`config.mk`:
```
export PLATFORM = sky130hd
export DESIGN_NAME = status_query_responder
export DESIGN_NICKNAME = d
export VERILOG_FILES = /design/src/rtl/sqr_pkg.sv /design/src/rtl/status_query_responder.sv
export SDC_FILE = /design/constraint.sdc
export NUM_CORES = 1
export LEC_CHECK = 0
export ABC_AREA = 1
export BUFFER_PORTS_ARGS = -buffer_cell sky130_fd_sc_hd__buf_2
export CAP_MARGIN = 15
export CELL_PAD_IN_SITES_DETAIL_PLACEMENT = 0
export CELL_PAD_IN_SITES_GLOBAL_PLACEMENT = 1
export CORE_AREA = 8 8 356 358
export CTS_CLUSTER_DIAMETER = 80
export DETAILED_ROUTE_END_ITERATION = 10
export DIE_AREA = 0 0 364 366
export PLACE_DENSITY_LB_ADDON = 0.1
export SYNTH_ARGS = -nofsm -noshare
export SYNTH_HDL_FRONTEND = slang
export SYNTH_SLANG_ARGS = --single-unit
export TNS_END_PERCENT = 1
```
`constraint.sdc`:
```
create_clock -name aclk -period 1.7 [get_ports aclk]
set_input_delay 0.17 -clock aclk [delete_from_list [all_inputs] [get_ports aclk]]
set_output_delay 0.17 -clock aclk [all_outputs]
set_load 0.02 [all_outputs]
```
`src/rtl/sqr_pkg.sv`:
```
// Constants, opcodes and register map of the status query responder.
// Assumes an AXI4-Lite master with 32-bit data and 8-bit byte addresses.
package sqr_pkg;
   // Response buffer size: the longest reply is the status reply
   localparam int unsigned RESP_BYTES = 53;
   localparam int unsigned RESP_W     = RESP_BYTES * 8;
   localparam int unsigned ADDR_W     = 8;

   // Query opcodes
   localparam logic [15:0] OP_STATUS   = 16'h240C;
   localparam logic [15:0] OP_ALARMS   = 16'h2406;
   localparam logic [15:0] OP_TIME     = 16'h240E;
   localparam logic [15:0] OP_DATE     = 16'h240F;
   localparam logic [15:0] OP_ETH_CFG  = 16'h2550;
   localparam logic [15:0] OP_ETH_STAT = 16'h2551;

   // Reply lengths in bytes
   localparam logic [7:0] LEN_STATUS   = 8'h35;
   localparam logic [7:0] LEN_ALARMS   = 8'h05;
   localparam logic [7:0] LEN_TIME     = 8'h03;
   localparam logic [7:0] LEN_DATE     = 8'h03;
   localparam logic [7:0] LEN_ETH_CFG  = 8'h20;
   localparam logic [7:0] LEN_ETH_STAT = 8'h19;

   // Register byte addresses
   localparam logic [ADDR_W-1:0] ADDR_CMD  = 8'h00;
   localparam logic [ADDR_W-1:0] ADDR_STAT = 8'h04;
   localparam logic [ADDR_W-1:0] ADDR_DATA = 8'h08;
   localparam logic [ADDR_W-1:0] ADDR_LCLR = 8'h0C;

   // Command and status word fields
   localparam int unsigned CMD_LATCH_BIT = 16;
   localparam int unsigned STAT_ERR_BIT  = 8;

   // Implemented bits of each alarm byte
   localparam logic [7:0] MAJ1_MASK = 8'h97;
   localparam logic [7:0] MAJ2_MASK = 8'h03;
   localparam logic [7:0] MIN1_MASK = 8'h7E;
   localparam logic [7:0] MIN2_MASK = 8'hFF;
   localparam logic [7:0] COMM_MASK = 8'h6F;

   // Reset values
   localparam logic [39:0] LATCH_RST = 40'h00_0000_0000;
   localparam logic [7:0]  LEN_RST   = 8'h00;

   // Bus responses
   localparam logic [1:0] RESP_OKAY   = 2'b00;
   localparam logic [1:0] RESP_SLVERR = 2'b10;

   typedef enum logic [1:0] {ETH_UDP, ETH_COP3, ETH_COP3_FEC} eth_mode_t;
   typedef enum logic [1:0] {EBNO_INVALID, EBNO_VALID, EBNO_BELOW,
                             EBNO_ABOVE} ebno_qual_t;
endpackage

```
`src/rtl/status_query_responder.sv`:
```
// Status query responder: formats query replies into a byte stream.
// Assumes measurements are synchronous inputs and software drives AXI4-Lite.
//
// Added by the designer: the register addresses and the AXI4-Lite register port.
`timescale 1ns/10ps
`default_nettype none

module status_query_responder
   import sqr_pkg::*;
(
   input  wire logic                      aclk,          // Clock
   input  wire logic                      aresetn,       // Sync reset, low
   input  wire logic                      awvalid,       // Write address valid
   output logic                           awready,       // Write address ready
   input  wire logic [sqr_pkg::ADDR_W-1:0] awaddr,       // Write address
   input  wire logic                      wvalid,        // Write data valid
   output logic                           wready,        // Write data ready
   input  wire logic [31:0]               wdata,         // Write data
   input  wire logic [3:0]                wstrb,         // Write strobes
   output logic                           bvalid,        // Write resp valid
   input  wire logic                      bready,        // Write resp ready
   output logic [1:0]                     bresp,         // Write response
   input  wire logic                      arvalid,       // Read address valid
   output logic                           arready,       // Read address ready
   input  wire logic [sqr_pkg::ADDR_W-1:0] araddr,       // Read address
   output logic                           rvalid,        // Read data valid
   input  wire logic                      rready,        // Read data ready
   output logic [31:0]                    rdata,         // Read data
   output logic [1:0]                     rresp,         // Read response
   input  wire logic                      last_rate_data,  // Rate kept
   input  wire logic [7:0]                major1_in,     // Major alarms 1
   input  wire logic [7:0]                major2_in,     // Major alarms 2
   input  wire logic [7:0]                minor1_in,     // Minor alarms 1
   input  wire logic [7:0]                minor2_in,     // Minor alarms 2
   input  wire logic [7:0]                common_in,     // Common faults
   input  wire logic [7:0]                volt_p5,       // +5 V, tenths
   input  wire logic [7:0]                volt_p12,      // +12 V, tenths
   input  wire logic [7:0]                volt_n12_mag,  // -12 V magnitude
   input  wire logic [7:0]                volt_p24,      // +24 V, tenths
   input  wire logic signed [15:0]        input_level,   // dBm
   input  wire logic [31:0]               freq_offset,   // Hz, signed
   input  wire logic [31:0]               symb_offset,   // Hz, signed
   input  wire logic [15:0]               ebno_est,      // 0.01 dB
   input  wire logic [15:0]               est_ber_mant,  // Mantissa x100
   input  wire logic signed [15:0]        est_ber_exp,   // Exponent
   input  wire logic [15:0]               tp_ber_mant,   // Mantissa x100
   input  wire logic signed [15:0]        tp_ber_exp,    // Exponent
   input  wire logic [63:0]               tp_err_count,  // Pattern errors
   input  wire logic [31:0]               tp_run_time,   // Seconds
   input  wire logic                      outer_ber_ok,  // Outer ratio valid
   input  wire logic                      tp_ber_ok,     // Pattern ratio ok
   input  wire logic [7:0]                buf_fill,      // Percent
   input  wire sqr_pkg::ebno_qual_t       ebno_qual,     // Eb/No qualifier
   input  wire logic                      stream_cont,   // Continuous bytes
   input  wire logic                      early_sync_loss, // Early loss
   input  wire logic                      tp_inverted,   // Inverted pattern
   input  wire logic [7:0]                hour,          // 0..23
   input  wire logic [7:0]                minute,        // 0..59
   input  wire logic [7:0]                second,        // 0..59
   input  wire logic [7:0]                year,          // 0..99
   input  wire logic [7:0]                month,         // 0..11
   input  wire logic [7:0]                day,           // 0..30
   input  wire logic [63:0]               local_mac,     // Local hw address
   input  wire logic [31:0]               local_ip,      // Local net address
   input  wire logic [14:0]               local_port,    // Local port
   input  wire logic [63:0]               dest_mac,      // Dest hw address
   input  wire logic [31:0]               dest_ip,       // Dest net address
   input  wire logic [15:0]               dest_port,     // Dest port
   input  wire sqr_pkg::eth_mode_t        eth_mode,      // Ethernet mode
   input  wire logic                      not_aligned,   // Block not aligned
   input  wire logic [7:0]                fec_cols_l,    // FEC dimension L
   input  wire logic [7:0]                fec_cols_d,    // FEC dimension D
   input  wire logic [2:0]                port_state,    // Port state code
   input  wire logic [31:0]               total_pkts,    // Total packets
   input  wire logic [31:0]               fec_pkts,      // FEC packets
   input  wire logic [127:0]              revision       // Revision field
);
   import sqr_pkg::*;

   function automatic logic is_mapped(input logic [ADDR_W-1:0] a);
      return (a == ADDR_CMD) || (a == ADDR_STAT) ||
             (a == ADDR_DATA) || (a == ADDR_LCLR);
   endfunction

   logic                awready_q, wready_q, bvalid_q, arready_q, rvalid_q;
   logic [1:0]          bresp_q, rresp_q;
   logic [31:0]         rdata_q;
   logic                aw_hold_q, w_hold_q;
   logic [ADDR_W-1:0]   awaddr_q;
   logic [31:0]         wdata_q;
   logic [3:0]          wstrb_q;
   logic                do_write, cmd_wr, lclr_wr, data_rd;
   logic [39:0]         cur_alarms, latched_q;
   logic [RESP_W-1:0]   resp_q, resp_d;
   logic [7:0]          len_q, len_d;
   logic                err_q, err_d;
   logic [16:0]         cmd_q;

   // Output ports come straight from flops
   assign awready = awready_q;
   assign wready  = wready_q;
   assign bvalid  = bvalid_q;
   assign bresp   = bresp_q;
   assign arready = arready_q;
   assign rvalid  = rvalid_q;
   assign rdata   = rdata_q;
   assign rresp   = rresp_q;

   // Write decode once address and data are both held
   assign do_write = aw_hold_q && w_hold_q && !bvalid_q;
   assign cmd_wr   = do_write && (awaddr_q == ADDR_CMD) &&
                     (wstrb_q[2:0] == 3'b111);
   assign lclr_wr  = do_write && (awaddr_q == ADDR_LCLR) && wstrb_q[0] &&
                     wdata_q[0];
   assign data_rd  = arvalid && arready_q && (araddr == ADDR_DATA);

   // Write channels: address and data taken in either order
   always_ff @(posedge aclk) begin
      if (!aresetn) begin
         awready_q <= 1'b1;
         wready_q  <= 1'b1;
         aw_hold_q <= 1'b0;
         w_hold_q  <= 1'b0;
         awaddr_q  <= '0;
         wdata_q   <= '0;
         wstrb_q   <= '0;
         bvalid_q  <= 1'b0;
         bresp_q   <= RESP_OKAY;
      end else begin
         if (awvalid && awready_q) begin
            aw_hold_q <= 1'b1;
            awaddr_q  <= awaddr;
            awready_q <= 1'b0;
         end
         if (wvalid && wready_q) begin
            w_hold_q <= 1'b1;
            wdata_q  <= wdata;
            wstrb_q  <= wstrb;
            wready_q <= 1'b0;
         end
         if (do_write) begin
            aw_hold_q <= 1'b0;
            w_hold_q  <= 1'b0;
            bvalid_q  <= 1'b1;
            bresp_q   <= is_mapped(awaddr_q) ? RESP_OKAY : RESP_SLVERR;
         end
         if (bvalid_q && bready) begin
            bvalid_q  <= 1'b0;
            awready_q <= 1'b1;
            wready_q  <= 1'b1;
         end
      end
   end

   // Read channel: data one cycle after the address is taken
   always_ff @(posedge aclk) begin
      if (!aresetn) begin
         arready_q <= 1'b1;
         rvalid_q  <= 1'b0;
         rdata_q   <= '0;
         rresp_q   <= RESP_OKAY;
      end else begin
         if (arvalid && arready_q) begin
            arready_q <= 1'b0;
            rvalid_q  <= 1'b1;
            rresp_q   <= is_mapped(araddr) ? RESP_OKAY : RESP_SLVERR;
            unique case (araddr)
               ADDR_CMD:  rdata_q <= {15'h0000, cmd_q};
               ADDR_STAT: rdata_q <= {23'h000000, err_q, len_q};
               ADDR_DATA: rdata_q <= {24'h000000,
                             (len_q != LEN_RST) ?
                             resp_q[RESP_W-1 -: 8] : 8'h00};
               default:   rdata_q <= '0;
            endcase
         end
         if (rvalid_q && rready) begin
            rvalid_q  <= 1'b0;
            arready_q <= 1'b1;
         end
      end
   end

   // Current alarms with reserved bits forced to zero
   assign cur_alarms = {major1_in & MAJ1_MASK,
                        major2_in & MAJ2_MASK,
                        minor1_in & MIN1_MASK,
                        minor2_in & MIN2_MASK,
                        common_in & COMM_MASK};

   // Latched alarms: a new alarm wins over a clear in the same cycle
   always_ff @(posedge aclk) begin
      if (!aresetn) begin
         latched_q <= LATCH_RST;
      end else begin
         latched_q <= (lclr_wr ? LATCH_RST : latched_q) | cur_alarms;
      end
   end

   // Reply formatter, first byte in the top bits
   always_comb begin
      resp_d = '0;
      len_d  = LEN_RST;
      err_d  = 1'b0;
      unique case (wdata_q[15:0])
         OP_STATUS: begin
            resp_d = {7'h00, last_rate_data,
                      cur_alarms, latched_q,
                      volt_p5, volt_p12,
                      volt_n12_mag,
                      volt_p24,
                      input_level,
                      freq_offset, symb_offset,
                      ebno_est,
                      est_ber_mant, est_ber_exp,
                      tp_ber_mant, tp_ber_exp,
                      tp_err_count, tp_run_time,
                      6'h00, tp_ber_ok, outer_ber_ok,
                      buf_fill,
                      6'h00, ebno_qual,
                      7'h00, stream_cont,
                      7'h00, early_sync_loss,
                      7'h00, tp_inverted};
            len_d  = LEN_STATUS;
         end
         OP_ALARMS: begin
            resp_d = {wdata_q[CMD_LATCH_BIT] ? latched_q : cur_alarms,
                      {(RESP_W-40){1'b0}}};
            len_d  = LEN_ALARMS;
         end
         OP_TIME: begin
            resp_d = {hour, minute, second, {(RESP_W-24){1'b0}}};
            len_d  = LEN_TIME;
         end
         OP_DATE: begin
            resp_d = {year, month, day, {(RESP_W-24){1'b0}}};
            len_d  = LEN_DATE;
         end
         OP_ETH_CFG: begin
            resp_d = {local_mac, local_ip, 1'b0, local_port,
                      dest_mac, dest_ip, dest_port,
                      6'h00, eth_mode, 7'h00, not_aligned,
                      fec_cols_l, fec_cols_d,
                      {(RESP_W-256){1'b0}}};
            len_d  = LEN_ETH_CFG;
         end
         OP_ETH_STAT: begin
            resp_d = {5'h00, port_state, total_pkts, fec_pkts,
                      revision, {(RESP_W-200){1'b0}}};
            len_d  = LEN_ETH_STAT;
         end
         default: begin
            err_d = 1'b1;
         end
      endcase
   end

   // Reply buffer: loaded by a command, shifted out one byte per data read
   always_ff @(posedge aclk) begin
      if (!aresetn) begin
         resp_q <= '0;
         len_q  <= LEN_RST;
         err_q  <= 1'b0;
         cmd_q  <= '0;
      end else if (cmd_wr) begin
         resp_q <= resp_d;
         len_q  <= len_d;
         err_q  <= err_d;
         cmd_q  <= wdata_q[16:0];
      end else if (data_rd && (len_q != LEN_RST)) begin
         resp_q <= {resp_q[RESP_W-9:0], 8'h00};
         len_q  <= len_q - 8'h01;
      end
   end
endmodule // status_query_responder

`default_nettype wire

```
# Yosys cells after proc, flatten, opt, wreduce, memory -nomap -nowiden
# Cells that the tools add are included.
[totals]
reg_bits = 561
inputBits = 888
out_inout_bits = 41
wordCells = 77
[op_classes]
addsub = 1
n_eq_ne = 13
muxes = 13
bitwise_logic = 2
reduce_logical = 30
[op_table]
columns = ["op", "n"]
rows = [
  ["case mux 424 bit (6 select lines)", 1],
  ["2-to-1 mux 424 bit", 2],
  ["== test 16 x 14 -> 1 bit (second input constant)", 6],
  ["2-to-1 mux 40 bit", 2],
  ["case mux 17 bit (3 select lines)", 1],
  ["bitwise OR 40 bit", 1],
  ["== test 8 x 4 -> 1 bit (second input constant)", 4],
  ["case mux 6 bit (5 select lines)", 1],
  ["2-to-1 mux 8 bit", 3],
  ["== test 8 x 3 -> 1 bit (second input constant)", 2],
  ["logical NOT 8 bit", 2],
  ["logical AND 1 bit", 14],
  ["nonzero test 8 bit", 1],
  ["OR reduction 2 bit", 4],
  ["subtractor 8 x 1 -> 8 bit (second input constant)", 1],
  ["logical OR 1 bit", 6],
  ["OR reduction 6 bit", 1],
  ["2-to-1 mux 2 bit", 2],
  ["== test 3 bit (second input constant)", 1],
  ["nonzero test 2 bit", 1],
  ["logical NOT 1 bit", 1],
  ["2-to-1 mux 1 bit", 1],
  ["NOT 1 bit", 1],
]

# Longest topological paths before layout
[logic_depth]
ltp_word = 7
ltp_mapped = 14
ltp_nobuf = 12

# Worst setup path after synthesis
# OpenSTA, ideal clock, no wires.
[synth_path]
kind = "reg-to-reg"
from = "register bvalid_q (netlist: bvalid)"
to = "register len_q[5]"
setup_ns = 0.125
t_arrival_ns = 1.700
t_required_ns = 1.575
slack_ns = -0.125
stages_incl_launch_ff = 10
path_buffers = 2
synth_period_minus_slack_ns = 1.825
cell_sequence = "dfxtp_1 > inv_1 > nand3_1 > nor3_1 > nand2_1 > clkbuf_1 > clkbuf_1 > nand3_1 > o31ai_1 > a21oi_1"
[synth_via]
elab_chain_len = 5
elab_cells_between_ends = 6
cone_classes = "mux: 1; reduce/logical: 5"
[synth_rtl]
columns = ["item", "line", "rtl"]
rows = [
  ["start: declaration", "status_query_responder.sv:85", "logic awready_q, wready_q, bvalid_q, arready_q, rvalid_q;"],
  ["start signal: assignment", "status_query_responder.sv:127", "bvalid_q <= 1'b0;"],
  ["start signal: assignment", "status_query_responder.sv:144", "bvalid_q <= 1'b1;"],
  ["start signal: assignment", "status_query_responder.sv:148", "bvalid_q <= 1'b0;"],
  ["logical NOT 1 bit *", "status_query_responder.sv:110", "assign do_write = aw_hold_q && w_hold_q && !bvalid_q;"],
  ["logical AND 1 bit *", "status_query_responder.sv:110", ""],
  ["logical AND 1 bit * (2 in series)", "status_query_responder.sv:111", "assign cmd_wr = do_write && (awaddr_q == ADDR_CMD) &&"],
  ["2-to-1 mux 8 bit / nonzero test 2 bit (equally long branches)", "--", ""],
  ["end signal: assignment", "status_query_responder.sv:266", "len_q <= len_d;"],
  ["end signal: assignment", "status_query_responder.sv:271", "len_q <= len_q - 8'h01;"],
  ["end: declaration", "status_query_responder.sv:95", "logic [7:0] len_q, len_d;"],
]
# Every way passes the cells marked *; elsewhere a longest branch is shown, timed or not.
# A chain may end at the register's enable or synchronous reset.

# Worst setup path after layout
[layout_path]
from = "register awaddr_q[7]"
to = "register resp_q[340]"
[layout_via]
elab_chain_len = 4
elab_cells_between_ends = 5
cone_classes = "mux: 1; reduce/logical: 4"
[layout_rtl]
columns = ["item", "line", "rtl"]
rows = [
  ["start: declaration", "status_query_responder.sv:89", "logic [ADDR_W-1:0] awaddr_q;"],
  ["start signal: assignment", "status_query_responder.sv:132", "awaddr_q <= awaddr;"],
  ["logical NOT 8 bit *", "status_query_responder.sv:111", ""],
  ["logical AND 1 bit * (2 in series)", "status_query_responder.sv:111", ""],
  ["2-to-1 mux 424 bit / nonzero test 2 bit (equally long branches)", "--", ""],
  ["end signal: assignment", "status_query_responder.sv:265", "resp_q <= resp_d;"],
  ["end signal: assignment", "status_query_responder.sv:270", "resp_q <= {resp_q[RESP_W-9:0], 8'h00};"],
  ["end: declaration", "status_query_responder.sv:94", "logic [RESP_W-1:0] resp_q, resp_d;"],
]
# Marks and branches as above.

==> impl_metrics.tcl <==
set metrics [dict create \
    grt_max_degree 80 \
    wirelength_mm 157 \
    drc 0 \
    yosys_warnings 0 \
    violations "negative setup slack" \
    synth_seq_cells 504 \
    cts_sinks 504 \
    synth-seq-area-share_pct 36.3 \
    portBuffers 882 \
    p_leak_nw 23.0 \
    grt_pass1_vias 35400 \
    grt_overflow 0 \
    worstMarginPinSlew_ns 0.571 \
    syn_to_final_growth_pct 71.9 \
    power_density_mw_per_mm2 638 \
    grt_antenna_before_repair 17 \
    core.rowCount 128 \
    cts_tree "yes" \
    worstPathArrival_ns 2.47 \
    setup_tns_ns -66.80 \
    skew_ns 0.0383 \
    first_iter_violations 2099 \
    syn_area_mm2 0.0278 \
    postSynthAreaPerCell_um2 6.30 \
    die-area_mm2 0.133 \
    slew_headroom_pct 61.6 \
    slew_viol_final 0 \
    cp_data_required_time_ns 2.21 \
    fillCellCount 12800 \
    clockBufferDepth 3 \
    holdWs_ns 0.00169 \
    grt_pass1_wl_mm 223 \
    hold_path_class "in -> reg" \
    wl_per_cell_um 20.4 \
    hpwl_mm 112 \
    use_met3_pct 4.03 \
    place_congestion 0.886 \
    place_ws_ns -0.441 \
    dp.cells 6916 \
    insertion_delay_ns 0.62 \
    rsz0062_at_grt "true" \
    worstSetupEndpointType "flop" \
    yosysUniqueCellTypes 38 \
    via_per_inst 4.55 \
    root_buffer "clkbuf_16" \
    grt-busiest-layer "met2" \
    cp_max_fo 17 \
    cts_made_buffers 67 \
    hold_viol 0 \
    path_clk_slew_ns 0.06 \
    die_h_um 366 \
    dr_total_vias 34900 \
    status "complete, but fails checks" \
    num_io_pins 929 \
    vdd_drop_max_v 0.000471 \
    period_share_pct 115 \
    final_layout_size_suffix_gt1_share_pct 31.3 \
    grt_use_total_pct 21.6 \
    htree_levels 3 \
    worst_slack_ns -0.262 \
    use_met1_pct 28.3 \
    r2r_slack_ns -0.26 \
    grtUsageMet2_pct 36.0 \
    setup_violations 422 \
    clock.fmax_mhz 510 \
    antenna_left 0 \
    die_x_um 364 \
    maxCapViolations 0 \
    core_area_mm2 0.121 \
    finalCriticalPeriod_ns 1.96 \
    final-instance-count-excl-fill 7678 \
    dr.pass1.iters 6 \
    synth_cells 4403 \
    start_util_pct 23.0 \
    startpoint_type "flop" \
    nNetsFinal 6878 \
    path_class "reg -> reg" \
]
==> cells in the mapped netlist (all sizes together) <==
cell,number,area (um2)
a21boi,2,15.0
nand3,566,2840
nor3,5,30.0
a211oi,6,45.0
nor3b,1,18.8
a31oi,1,6.26
nor4,1,12.5
a21oi,244,1220
nand2,1379,5190
or2,44,275
nand4,38,244
inv,474,1780
o21ai,471,2360
o211ai,8,60.1
nor2,134,523
buf,183,1190
conb,1,3.75
nand3b,2,15.0
xor2,4,35.0
o21a,1,7.51
a22oi,140,1050
clkbuf,163,612
ha,2,25.0
o31ai,2,15.0
dfxtp,504,10100
clkinv,27,101
==> final timing paths <==
path	start	to	cells past startpoint
setup reg to reg	awaddr_q[7]	resp_q[340]	13
hold / removal	revision[25]	resp_q[249]	7
setup / recovery	awaddr_q[7]	resp_q[340]	13
hold reg to reg	resp_q[39]	resp_q[47]	2
==> layout by cell type (no fill, tap or decap), types with 25 or more instances in the layout <==
master            n
a22oi_2          66
buf_2           881
clkinv_1         25
buf_6            49
a22oi_1          74
or2_2            36
nand2_2          99
dfxtp_1         482
buf_12           84
o21ai_2          27
nand3_2         121
nand4_1          37
nor2_1          110
buf_16           33
a21oi_1         234
o21ai_1         224
inv_1           453
dlygate4sd3_1   532
nand3_1         439
nand2_1        1266
buf_4           223
clkbuf_16        92
o21ai_0         220
==> metrics by stage <==
stage	power, W	util [%]	cell area (um2)
floorplan	0.0129	-	27900
CTS	0.0308	37.7	45600
detailed placement	0.0145	29.8	36100
global placement	0.0146	29.8	36100
finish	0.0304	39.5	47700
global route	0.0316	39.4	47700
==> layout make-up <==
class / instances / area, um2 / share of cell area [%]
Sequential cell: 504 / 10100 / 21.2
Timing Repair Buffer: 1840 / 15400 / 32.2
Timing Repair inverter: 4 / 56.3 / 0.118
Multi-Input combinational cell: 3070 / 15800 / 33.1
Antenna cell: 15 / 37.5 / 0.0787
Tap cell: 1625 / 2030 / 4.26
Clock inverter: 19 / 290 / 0.608
Clock buffer: 100 / 2020 / 4.24
Inverter: 501 / 1980 / 4.16
==> repair_timing <==
action	in CTS	in global routing
setup buffers	36	21
hold buffers	530	2
setup endpoints to repair	423	451
pin swaps	69	133
gates cloned	21	24
endpoints found under the hold margin	398	2
gates resized for setup	253	377
==> metal layers <==
metal | vias to the layer above | wire, um
li1 | 17400 | -
met1 | 16300 | 70300
met2 | 1015 | 73500
met3 | 181 | 8680
met4 | 6 | 4130
met5 | - | 38
==> flip-flops by register name, indices dropped and copies added, names as in the netlist, 3 cells and up <==
signal	cells
resp_q	397
wdata_q	17
rdata	17
cmd_q	17
latched_q	27
awaddr_q	8
wstrb_q	3
len_q	8
==> kinds of logic after synthesis <==
group	share of synthesized area (%)
xor gates and xnor gates	0.126
AOI/OAI and AO/OA	17.2
adders and majority gates	0.0901
other	0.0135
DFF	36.3
and+or+nand+nor	32.9
buffers and inverters	13.3
==> worst max-delay path, cell delays in order, from the launching register on <==
cell     delay (ns)
dfxtp_2        0.32
nor2_2         0.11
nand2_2        0.07
nor2_1         0.10
buf_4          0.14
nand2_8        0.07
buf_12         0.16
buf_16         0.16
buf_16         0.15
buf_12         0.15
nand2_2        0.06
nand4_1        0.16
nand3_1        0.13
inv_1          0.04
==> report_power, final <==
group | internal [W] | switching, W | leakage [nW] | total, W
combinational | 0.00188 | 0.00146 | 17.8 | 0.00334
sequential | 0.0120 | 0.000125 | 4.08 | 0.0121
clock | 0.00917 | 0.00584 | 1.14 | 0.0150
total | 0.0230 | 0.00742 | 23.0 | 0.0304
No activity file was read; power rests on OpenSTA's default activity.
